$ cat src/common/sbsr_regs.vh
// Purpose: Constants for the status byte and service request block.
// Assumes: Register codes select registers on the command port.
// Notes:   Codes are plain selectors, not bus addresses.
`ifndef SBSR_REGS_VH
`define SBSR_REGS_VH
// Register select codes.
`define SBSR_SEL_SBY   3'h0
`define SBSR_SEL_SRE   3'h1
`define SBSR_SEL_SES   3'h2
`define SBSR_SEL_SEE   3'h3
`define SBSR_SEL_MES   3'h4
`define SBSR_SEL_MEE   3'h5
`define SBSR_SEL_MFS   3'h6
`define SBSR_SEL_MFE   3'h7
// Status byte fields.
`define SBSR_SBY_MES   0
`define SBSR_SBY_MFS   1
`define SBSR_SBY_MAV   4
`define SBSR_SBY_SES   5
`define SBSR_SBY_RQS   6
// Standard event fields.
`define SBSR_SE_OPC    0
`define SBSR_SE_QYE    2
`define SBSR_SE_DDE    3
`define SBSR_SE_EXE    4
`define SBSR_SE_CME    5
`define SBSR_SE_PON    7
// Implemented-bit masks and reset values.
`define SBSR_SBY_MASK  8'h73
`define SBSR_SES_MASK  8'hbd
`define SBSR_MES_MASK  8'h7f
`define SBSR_MFS_MASK  8'h0f
`define SBSR_SES_RST   8'h80
`define SBSR_ZERO      8'h00
`endif

$ cat src/design/sbsr_status.v
// Purpose: Status byte, event registers and service request of an instrument.
// Assumes: Command parser decodes queries and writes onto one-cycle strobes.
// Notes:   Event inputs are pulses from logic on ref_clk.
// Function
// RULE1: Master summary is OR of status byte bits enabled by service enable.
// RULE2: Rising enabled summary raises request bit and asserts service request line.
// RULE3: Serial poll delivers the full eight-bit status byte.
// RULE4: Request bit follows the issued request, cleared as serial poll reads.
// RULE5: Status byte query returns master summary without clearing it.
// RULE6: Bit 4 is high exactly while output queue holds a message.
// RULE7: Service enable bit one lets its status bit reach summary and request.
// RULE8: Bit 5 set when any enabled standard event bit is set.
// RULE9: Standard event enable bit gates its status bit into the summary.
// RULE10: Standard event register cleared by clear-status, its query, power-on.
// RULE11: Standard event bit 7 set at power-on.
// RULE12: Standard event bit 5 set on command syntax or semantic fault.
// RULE13: Standard event bit 4 set on execution fault.
// RULE14: Standard event bit 3 set on device-dependent fault.
// RULE15: Standard event bit 2 set and queue cleared on query fault.
// RULE16: Standard event bit 0 set when operation-complete finishes.
// RULE17: Device event registers summarise into status bits 0 and 1.
// RULE18: Device event registers cleared by clear-status, own query, power-on.
// RULE19: Measurement event register holds seven measurement events, bit 7 unused.
// RULE20: Monitor fault register holds four faults, bits 7 to 4 unused.
// RULE21: Service requests only on parallel bus; serial link query still works.
// RULE22: Clear-status clears all status byte bits except message available.
// RULE23: Parallel device clear clears message available with buffers.
// RULE24: Unused bits read zero and never reach any summary.
`include "sbsr_regs.vh"
module sbsr_status (
  // Clock and reset
  input  wire       ref_clk,
  input  wire       arst_n,
  // Command port
  input  wire       cmd_wr,
  input  wire       cmd_rd,
  input  wire [2:0] cmd_sel,
  input  wire [7:0] cmd_wdata,
  input  wire       cmd_serial_link,
  input  wire       clear_status,
  input  wire       device_clear,
  output reg  [7:0] cmd_rdata,
  output reg        cmd_rvalid,
  // Parallel bus serial poll
  input  wire       poll_rd,
  output reg  [7:0] poll_data,
  output reg        poll_valid,
  output reg        srq_out,
  // Output queue
  input  wire       queue_not_empty,
  output reg        queue_clear,
  // Standard events
  input  wire       cmd_fault,
  input  wire       exec_fault,
  input  wire       dev_fault,
  input  wire       query_empty_read,
  input  wire       query_overflow,
  input  wire       query_new_cmd,
  input  wire       op_complete,
  // Measurement events
  input  wire       measurement_done,
  input  wire       conversion_done,
  input  wire       compare_low_result,
  input  wire       compare_pass_result,
  input  wire       compare_high_result,
  input  wire       measurement_fault,
  input  wire       out_of_range_fault,
  // Monitor faults
  input  wire       contact_check_low_fault,
  input  wire       contact_check_high_fault,
  input  wire       current_monitor_fault,
  input  wire       voltage_monitor_fault
);

  reg  [7:0] sre_reg;
  reg  [7:0] see_reg;
  reg  [7:0] mee_reg;
  reg  [7:0] mfe_reg;
  reg  [7:0] ses_reg;
  reg  [7:0] mes_reg;
  reg  [7:0] mfs_reg;
  reg        mav_reg;
  reg        rqs_reg;
  reg        mss_prev_reg;
  reg  [7:0] ses_next;
  reg  [7:0] mes_next;
  reg  [7:0] mfs_next;
  reg  [7:0] sby_sum;
  reg  [7:0] sby_val;
  reg        mss;
  reg  [7:0] rd_mux;
  wire       query_fault;
  wire       rd_ses;
  wire       rd_mes;
  wire       rd_mfs;

  // Any enabled set bit within a register.
  function summary;
    input [7:0] status;
    input [7:0] enable;
    input [7:0] implemented;
    begin
      summary = |(status & enable & implemented);
    end
  endfunction

  assign query_fault = query_empty_read | query_overflow | query_new_cmd;
  assign rd_ses = cmd_rd & (cmd_sel == `SBSR_SEL_SES);
  assign rd_mes = cmd_rd & (cmd_sel == `SBSR_SEL_MES);
  assign rd_mfs = cmd_rd & (cmd_sel == `SBSR_SEL_MFS);

  // Summary bits and the master summary, shared by poll and query paths.
  always @* begin
    sby_sum = `SBSR_ZERO;
    // RULE17 device summaries
    sby_sum[`SBSR_SBY_MES] = summary(mes_reg, mee_reg, `SBSR_MES_MASK);
    sby_sum[`SBSR_SBY_MFS] = summary(mfs_reg, mfe_reg, `SBSR_MFS_MASK);
    // RULE6 message available
    sby_sum[`SBSR_SBY_MAV] = mav_reg;
    // RULE8 RULE9 standard summary
    sby_sum[`SBSR_SBY_SES] = summary(ses_reg, see_reg, `SBSR_SES_MASK);
    // RULE1 RULE7 RULE24 master summary
    mss = summary(sby_sum, sre_reg, `SBSR_SBY_MASK);
    sby_val = sby_sum;
    sby_val[`SBSR_SBY_RQS] = mss;
  end

  // Event set paths; a set in the same cycle as a clear wins.
  always @* begin
    ses_next = ses_reg;
    if (clear_status | rd_ses) begin
      // RULE10 standard clear
      ses_next = `SBSR_ZERO;
    end
    // RULE12 RULE13 RULE14 fault flags
    if (cmd_fault) ses_next[`SBSR_SE_CME] = 1'b1;
    if (exec_fault) ses_next[`SBSR_SE_EXE] = 1'b1;
    if (dev_fault) ses_next[`SBSR_SE_DDE] = 1'b1;
    // RULE15 query fault flag
    if (query_fault) ses_next[`SBSR_SE_QYE] = 1'b1;
    // RULE16 operation complete
    if (op_complete) ses_next[`SBSR_SE_OPC] = 1'b1;
    mes_next = mes_reg;
    mfs_next = mfs_reg;
    // RULE18 device clears
    if (clear_status | rd_mes) mes_next = `SBSR_ZERO;
    if (clear_status | rd_mfs) mfs_next = `SBSR_ZERO;
    // RULE19 measurement events
    mes_next = (mes_next | {1'b0, out_of_range_fault, measurement_fault, compare_high_result,
               compare_pass_result, compare_low_result, conversion_done, measurement_done})
               & `SBSR_MES_MASK;
    // RULE20 monitor faults
    mfs_next = (mfs_next | {4'h0, voltage_monitor_fault, current_monitor_fault,
               contact_check_high_fault, contact_check_low_fault}) & `SBSR_MFS_MASK;
  end

  // Query read multiplexer; unused bits are masked to zero.
  always @* begin
    case (cmd_sel)
      // RULE5 query keeps summary
      `SBSR_SEL_SBY: rd_mux = sby_val;
      `SBSR_SEL_SRE: rd_mux = sre_reg;
      `SBSR_SEL_SES: rd_mux = ses_reg;
      `SBSR_SEL_SEE: rd_mux = see_reg;
      `SBSR_SEL_MES: rd_mux = mes_reg;
      `SBSR_SEL_MEE: rd_mux = mee_reg;
      `SBSR_SEL_MFS: rd_mux = mfs_reg;
      `SBSR_SEL_MFE: rd_mux = mfe_reg;
      default:       rd_mux = `SBSR_ZERO;
    endcase
  end

  always @(posedge ref_clk or negedge arst_n) begin
    if (!arst_n) begin
      sre_reg      <= `SBSR_ZERO;
      see_reg      <= `SBSR_ZERO;
      mee_reg      <= `SBSR_ZERO;
      mfe_reg      <= `SBSR_ZERO;
      // RULE11 power-on flag
      ses_reg      <= `SBSR_SES_RST;
      mes_reg      <= `SBSR_ZERO;
      mfs_reg      <= `SBSR_ZERO;
      mav_reg      <= 1'b0;
      rqs_reg      <= 1'b0;
      mss_prev_reg <= 1'b0;
      cmd_rdata    <= `SBSR_ZERO;
      cmd_rvalid   <= 1'b0;
      poll_data    <= `SBSR_ZERO;
      poll_valid   <= 1'b0;
      srq_out      <= 1'b0;
      queue_clear  <= 1'b0;
    end else begin
      // RULE21 enables writable on both links
      if (cmd_wr) begin
        case (cmd_sel)
          `SBSR_SEL_SRE: sre_reg <= cmd_wdata & `SBSR_SBY_MASK;
          `SBSR_SEL_SEE: see_reg <= cmd_wdata & `SBSR_SES_MASK;
          `SBSR_SEL_MEE: mee_reg <= cmd_wdata & `SBSR_MES_MASK;
          `SBSR_SEL_MFE: mfe_reg <= cmd_wdata & `SBSR_MFS_MASK;
          default: ;
        endcase
      end
      ses_reg <= ses_next;
      mes_reg <= mes_next;
      mfs_reg <= mfs_next;
      // RULE6 RULE23 queue state, emptied by device clear or query fault
      mav_reg <= queue_not_empty & ~device_clear & ~query_fault;
      // RULE15 RULE23 queue flush
      queue_clear <= query_fault | device_clear;
      mss_prev_reg <= mss & ~clear_status;
      // RULE2 RULE4 RULE21 request on rising summary, poll clears, new rise wins
      if (mss & ~mss_prev_reg & ~cmd_serial_link) begin
        rqs_reg <= 1'b1;
      end else if (poll_rd | clear_status | ~mss) begin
        // RULE22 clear-status drops request
        rqs_reg <= 1'b0;
      end
      srq_out <= rqs_reg & ~poll_rd & ~clear_status;
      // RULE3 serial poll byte with request bit
      poll_valid <= poll_rd;
      if (poll_rd) begin
        poll_data <= {sby_val[7], rqs_reg, sby_val[5:0]};
      end
      cmd_rvalid <= cmd_rd;
      if (cmd_rd) begin
        cmd_rdata <= rd_mux;
      end
    end
  end

endmodule // sbsr_status

$ cat config.mk
export PLATFORM = sky130hd
export DESIGN_NAME = sbsr_status
export DESIGN_NICKNAME = d
export VERILOG_FILES = /design/src/design/sbsr_status.v
export VERILOG_INCLUDE_DIRS = /design/src /design/src/common
export SDC_FILE = /design/constraint.sdc
export NUM_CORES = 1
export LEC_CHECK = 0
export ABC_AREA = 1
export BUFFER_PORTS_ARGS = -buffer_cell sky130_fd_sc_hd__buf_2
export CAP_MARGIN = 15
export CORE_ASPECT_RATIO = 0.75
export CORE_UTILIZATION = 45
export DETAILED_ROUTE_END_ITERATION = 8
export GPL_ROUTABILITY_DRIVEN = 0
export PLACE_DENSITY = 0.74
export SYNTH_ARGS = -nofsm -noshare
export SYNTH_HDL_FRONTEND = slang
export SYNTH_SLANG_ARGS = --single-unit
$ cat constraint.sdc
create_clock -name ref_clk -period 2.2 [get_ports ref_clk]
set_input_delay 0.33 -clock ref_clk [delete_from_list [all_inputs] [get_ports ref_clk]]
set_output_delay 0.33 -clock ref_clk [all_outputs]
set_load 0.03 [all_outputs]
== Word-level counts from Yosys, hierarchy flattened ==
Index checks and enable logic that the tools add are counted.
Word-level totals
  logic and storage cells: 85
  register bits: 59
Operators by class
  multiplexer cells: 11
  reduce and logical (&&, ||, !) cells: 15
  bitwise gates (word level): 31
  equality and inequality tests: 7
Operator list (number)
  $pmux W8 S8: 1
  $eq A3 B3 Y1 const B: 4
  $reduce_bool A2 Y1: 6
  $and A1 B1 Y1: 10
  $and A8 B8 Y8: 1
  $or A1 B1 Y1: 8
  $reduce_and A2 Y1: 4
  $and A6 B7 Y7: 1
  $and A7 B7 Y7: 1
  $mux W1: 7
  $mux W7: 1
  $not A1 Y1: 7
  $or A7 B7 Y7: 1
  $reduce_or A7 Y1: 1
  $eq A3 B2 Y1 const B: 2
  $mux W6: 1
  $reduce_or A6 Y1: 1
  $reduce_or A5 Y1: 1
  $and A4 B4 Y4: 1
  $mux W4: 1
  $or A4 B4 Y4: 1
  $reduce_or A4 Y1: 1
  $eq A3 B1 Y1 const B: 1
  $logic_not A3 Y1: 1

== Logic depth before layout (Yosys ltp) ==
  depth after elaboration: 8
  mapped depth: 9
  mapped depth without buffers: 9

== Worst setup path after synthesis ==
OpenSTA, ideal clock, no wires.
  path kind: input -> register
  start: input cmd_sel[2]
  end: register cmd_rdata[0]
  data arrival time: 1017 ps
  cell stages on the path: 6
  setup slack: 1066 ps
  cells stage by stage: nor2_1 -> nand2_1 -> o21ai_0 -> inv_1 -> nand2_1 -> nand2_1
On the way
  longest elaborated chain between the ends: 2
  elaborated cells between the ends (all ways): 9
  classes of those cells: 7 x eq/ne; 1 x mux; 1 x reduce/logical
RTL lines
  start, declared: RTL line sbsr_status.v:37  | input wire [2:0] cmd_sel,
  $eq A3 B3 Y1 (tied with other cells): RTL line sbsr_status.v:159  | case (cmd_sel)
  $pmux W8 S8 (*): RTL line sbsr_status.v:159
  end signal, assigned: RTL line sbsr_status.v:186  | cmd_rdata <= `SBSR_ZERO;
  end signal, assigned: RTL line sbsr_status.v:226  | cmd_rdata <= rd_mux;
  end, declared: RTL line sbsr_status.v:42  | output reg [7:0] cmd_rdata,
Every way passes the cells marked *; elsewhere a longest branch is shown, timed or not.
A chain may end at the register's enable or synchronous reset.

== Worst setup path in the final report ==
  start: register mfs_reg[1]
  end: register rqs_reg
On the way
  longest elaborated chain between the ends: 7
  elaborated cells between the ends (all ways): 10
  classes of those cells: 1 x mux; 6 x bitwise; 3 x reduce/logical
RTL lines
  start, declared: RTL line sbsr_status.v:81  | reg [7:0] mfs_reg;
  start signal, assigned: RTL line sbsr_status.v:182  | mfs_reg <= `SBSR_ZERO;
  start signal, assigned: RTL line sbsr_status.v:205  | mfs_reg <= mfs_next;
  $and A4 B4 Y4 (*): RTL line sbsr_status.v:103  | summary = |(status & enable & implemented);
  $reduce_or A4 Y1 (*): RTL line sbsr_status.v:103
  $and A6 B7 Y7 (*): RTL line sbsr_status.v:103
  $reduce_or A5 Y1 (*): RTL line sbsr_status.v:103
  $and A1 B1 Y1 / $not A1 Y1 (equally long branches): RTL line sbsr_status.v:212, sbsr_status.v:214
  $and A1 B1 Y1 / $or A1 B1 Y1 (equally long branches): RTL line sbsr_status.v:212, sbsr_status.v:214
  $mux W1 / $reduce_bool A2 Y1 (equally long branches)
  end signal, assigned: RTL line sbsr_status.v:184  | rqs_reg <= 1'b0;
  end signal, assigned: RTL line sbsr_status.v:213  | rqs_reg <= 1'b1;
  end signal, assigned: RTL line sbsr_status.v:216  | rqs_reg <= 1'b0;
  end, declared: RTL line sbsr_status.v:83  | reg rqs_reg;
Marks and branches as above.

==> metrics <==
number of remaining DRC errors 0; first-pass GRT wire length 10600 microns; row count 23; unrepaired setup endpoints after global routing false; Worst-Skew Late Latency 0.35 ns; flops & latches, synth 59; Core ar. 5530 sq um; Synth Instances 324; overall routing resource usage 23.3%; Gate power share 18.3%; post-DP HPWL 4850 microns; Int Pwr 0.00194 W; critical path arrival 1.52 ns; Final min period 1.28 ns; prevailing post-synth register cell dfrtp_1; Area Growth Syn to Fin 20.4%; switch share 30.6%; fill cell count 547; vias in the first global route 2180; WL final 6450 microns; WP data required 2.44 ns; full die area 6280 sq um; worst setup path class flip-flop to flip-flop; Slew @ Worst Pin 0.577 ns; Syn Std Cell Area 2680 sq um; library cells used by synthesis 26; Post-synth EDFFs 0; CP Max Fanout 3; sequential fraction of the synthesis area 55.1%; clock network fraction of total power 33.6%; crit share post-route 58.0%; clock tree buffer depth 2; DIE WIDTH 91.2 microns; final-report setup violation count 0; status completed; Starting Density 48.6%; Starting DRT DRC Count 261; Post-DRT Antenna Nets 0; worst hold path type input pin to flip-flop; Clock Skew 0.00607 ns; fmax 0.784 GHz; pin count of the biggest net entering global routing 35; CTS tree built; async set-reset flop share out of synthesis 100%; mean post-synth cell area 8.28 sq um; clock-pin slew on the worst setup and hold paths 0.06 ns; Pwr per Cell Area 864 nW/um^2; Routed WL per cell 13.8 microns; routed via count 2326; count of pins over their slew limit 0; Hold Violations, Final 0; max reg flops 8; worst vdd ir 0.000412 V; setup TNS 0 ns; Setup crit start kind flip-flop; H-tree levels 3; Die Y 68.9 microns; grt ovf 0; maximum capacitance violations 0; Slew headroom 61.5%; port buffer count 54; clock root cell clkbuf_8; Final Util 58.4%; layout cells sized above 1 19.9%; ANT cells 0; Nets 425; Num CTS Buffers 9; Yosys warning count 0; vias per inst 4.98; CTS sink count 59; Seq pwr share 48.1%; Leak Pwr 1.79 nW; initial antenna violation count 0; post_cts resized 0; first-pass iteration count of the detailed router 5; number of top-level pins 58; NetSw 0.000853 W; post-CTS setup buffer count 0; Worst setup EP type flip-flop
[kinds of logic after synthesis]
kind of cell           share of synthesized area, %
AOI/OAI and AO/OA                              14.3
buffers and inverters                          8.16
DFF                                            55.1
muxes                                         0.420
other                                         0.140
and+or+nand+nor                                21.9
[cell usage in the layout, fill, tap and decap left out, drive strengths merged, types with 2 or more instances in the layout]
| cell type | count |
|---|---|
| inv | 46 |
| o211ai | 2 |
| conb | 3 |
| clkbuf | 15 |
| dfrtp | 58 |
| nand4 | 3 |
| nand3 | 9 |
| a21oi | 2 |
| buf | 55 |
| o21ai | 42 |
| o21bai | 15 |
| nand2 | 107 |
| nor2 | 25 |
| a22oi | 2 |
[synth_stat cells, types with 2 or more instances]
cell type  instances  area, sq um
nand2_1          107          402
dfrtp_1           58         1450
inv_1             44          165
o21ai_0           39          195
nor2_1            24         90.1
o21bai_1          15          113
nand3_1            7         35.0
buf_4              4         30.0
nand4_1            3         18.8
a21oi_1            2         10.0
a22oi_1            2         15.0
inv_2              2         7.51
nand3_2            2         20.0
o211ai_1           2         15.0
o21ai_2            2         17.5
[per-layer routing]
metal / global-route usage, % / share of wire, %
met1: 32.0 / 48
met2: 34.1 / 42
met3: 8.00 / 8.2
met4: 9.72 / 1.9
met5: 0 / 0
[stage by stage]
stage / total power (W) / hold slack [ns] / std cells / cell area, sq um / worst slack, ns
after CTS: 0.00281 / 0.162 / 467 / 3230 / 0.925
after floorplan: 0.00166 / 0.0344 / 326 / 2690 / 1.07
after global placement: 0.00185 / 0.365 / 450 / 3030 / 0.791
final: 0.00279 / 0.171 / 467 / 3230 / 0.925
after detailed placement: 0.00187 / 0.361 / 450 / 3030 / 0.743
after global routing: 0.00295 / 0.161 / 467 / 3230 / 0.809
[power groups by stage]
stage	Combinational, W	Clock (W)	Sequential, W
3_5_place_dp	0.000511	0	0.00136
6_report	0.000512	0.000937	0.00134
3_3_place_gp	0.000500	0	0.00135
4_1_cts	0.000515	0.000960	0.00134
5_1_grt	0.000577	0.00101	0.00136
2_1_floorplan	0.000256	0	0.00141
[path summary, 6_finish.rpt]
check,from,end,slack [ns],depth (start not counted)
max in group asynchronous,arst_n,see_reg[3],1.11,3
worst min-delay path,clear_status,mss_prev_reg,0.17,2
worst max-delay path,mfs_reg[1],rqs_reg,0.92,7
min in group asynchronous,arst_n,poll_valid,0.51,2
worst max register to register,mfs_reg[1],rqs_reg,0.92,7
worst min register to register,poll_data[4],poll_data[4],0.47,2
[layout make-up]
type	instances	area [sq um]	share of cell area [%]
inverters	46	173	5.35
clock buffers	15	186	5.77
clock inverters	1	5.00	0.155
flip-flops and latches	59	1480	45.8
well taps	75	93.8	2.91
multi-input cells	215	993	30.8
repair buffers	56	300	9.30
[what timing repair did]
item,in CTS,in global routing
hold buffers,1,0
endpoints found under the setup margin,0,0
endpoints found under the hold margin,24,0
[critical path: stages, from the launching register on]
cell and delay, ns:
dfrtp_1 0.41, nand2_1 0.08, nand2_1 0.05, nor2_1 0.23, nor2_1 0.07, nor2_1 0.11, and3_1 0.18, nor2_1 0.04
Note: power is estimated with default switching activity, not from simulation.
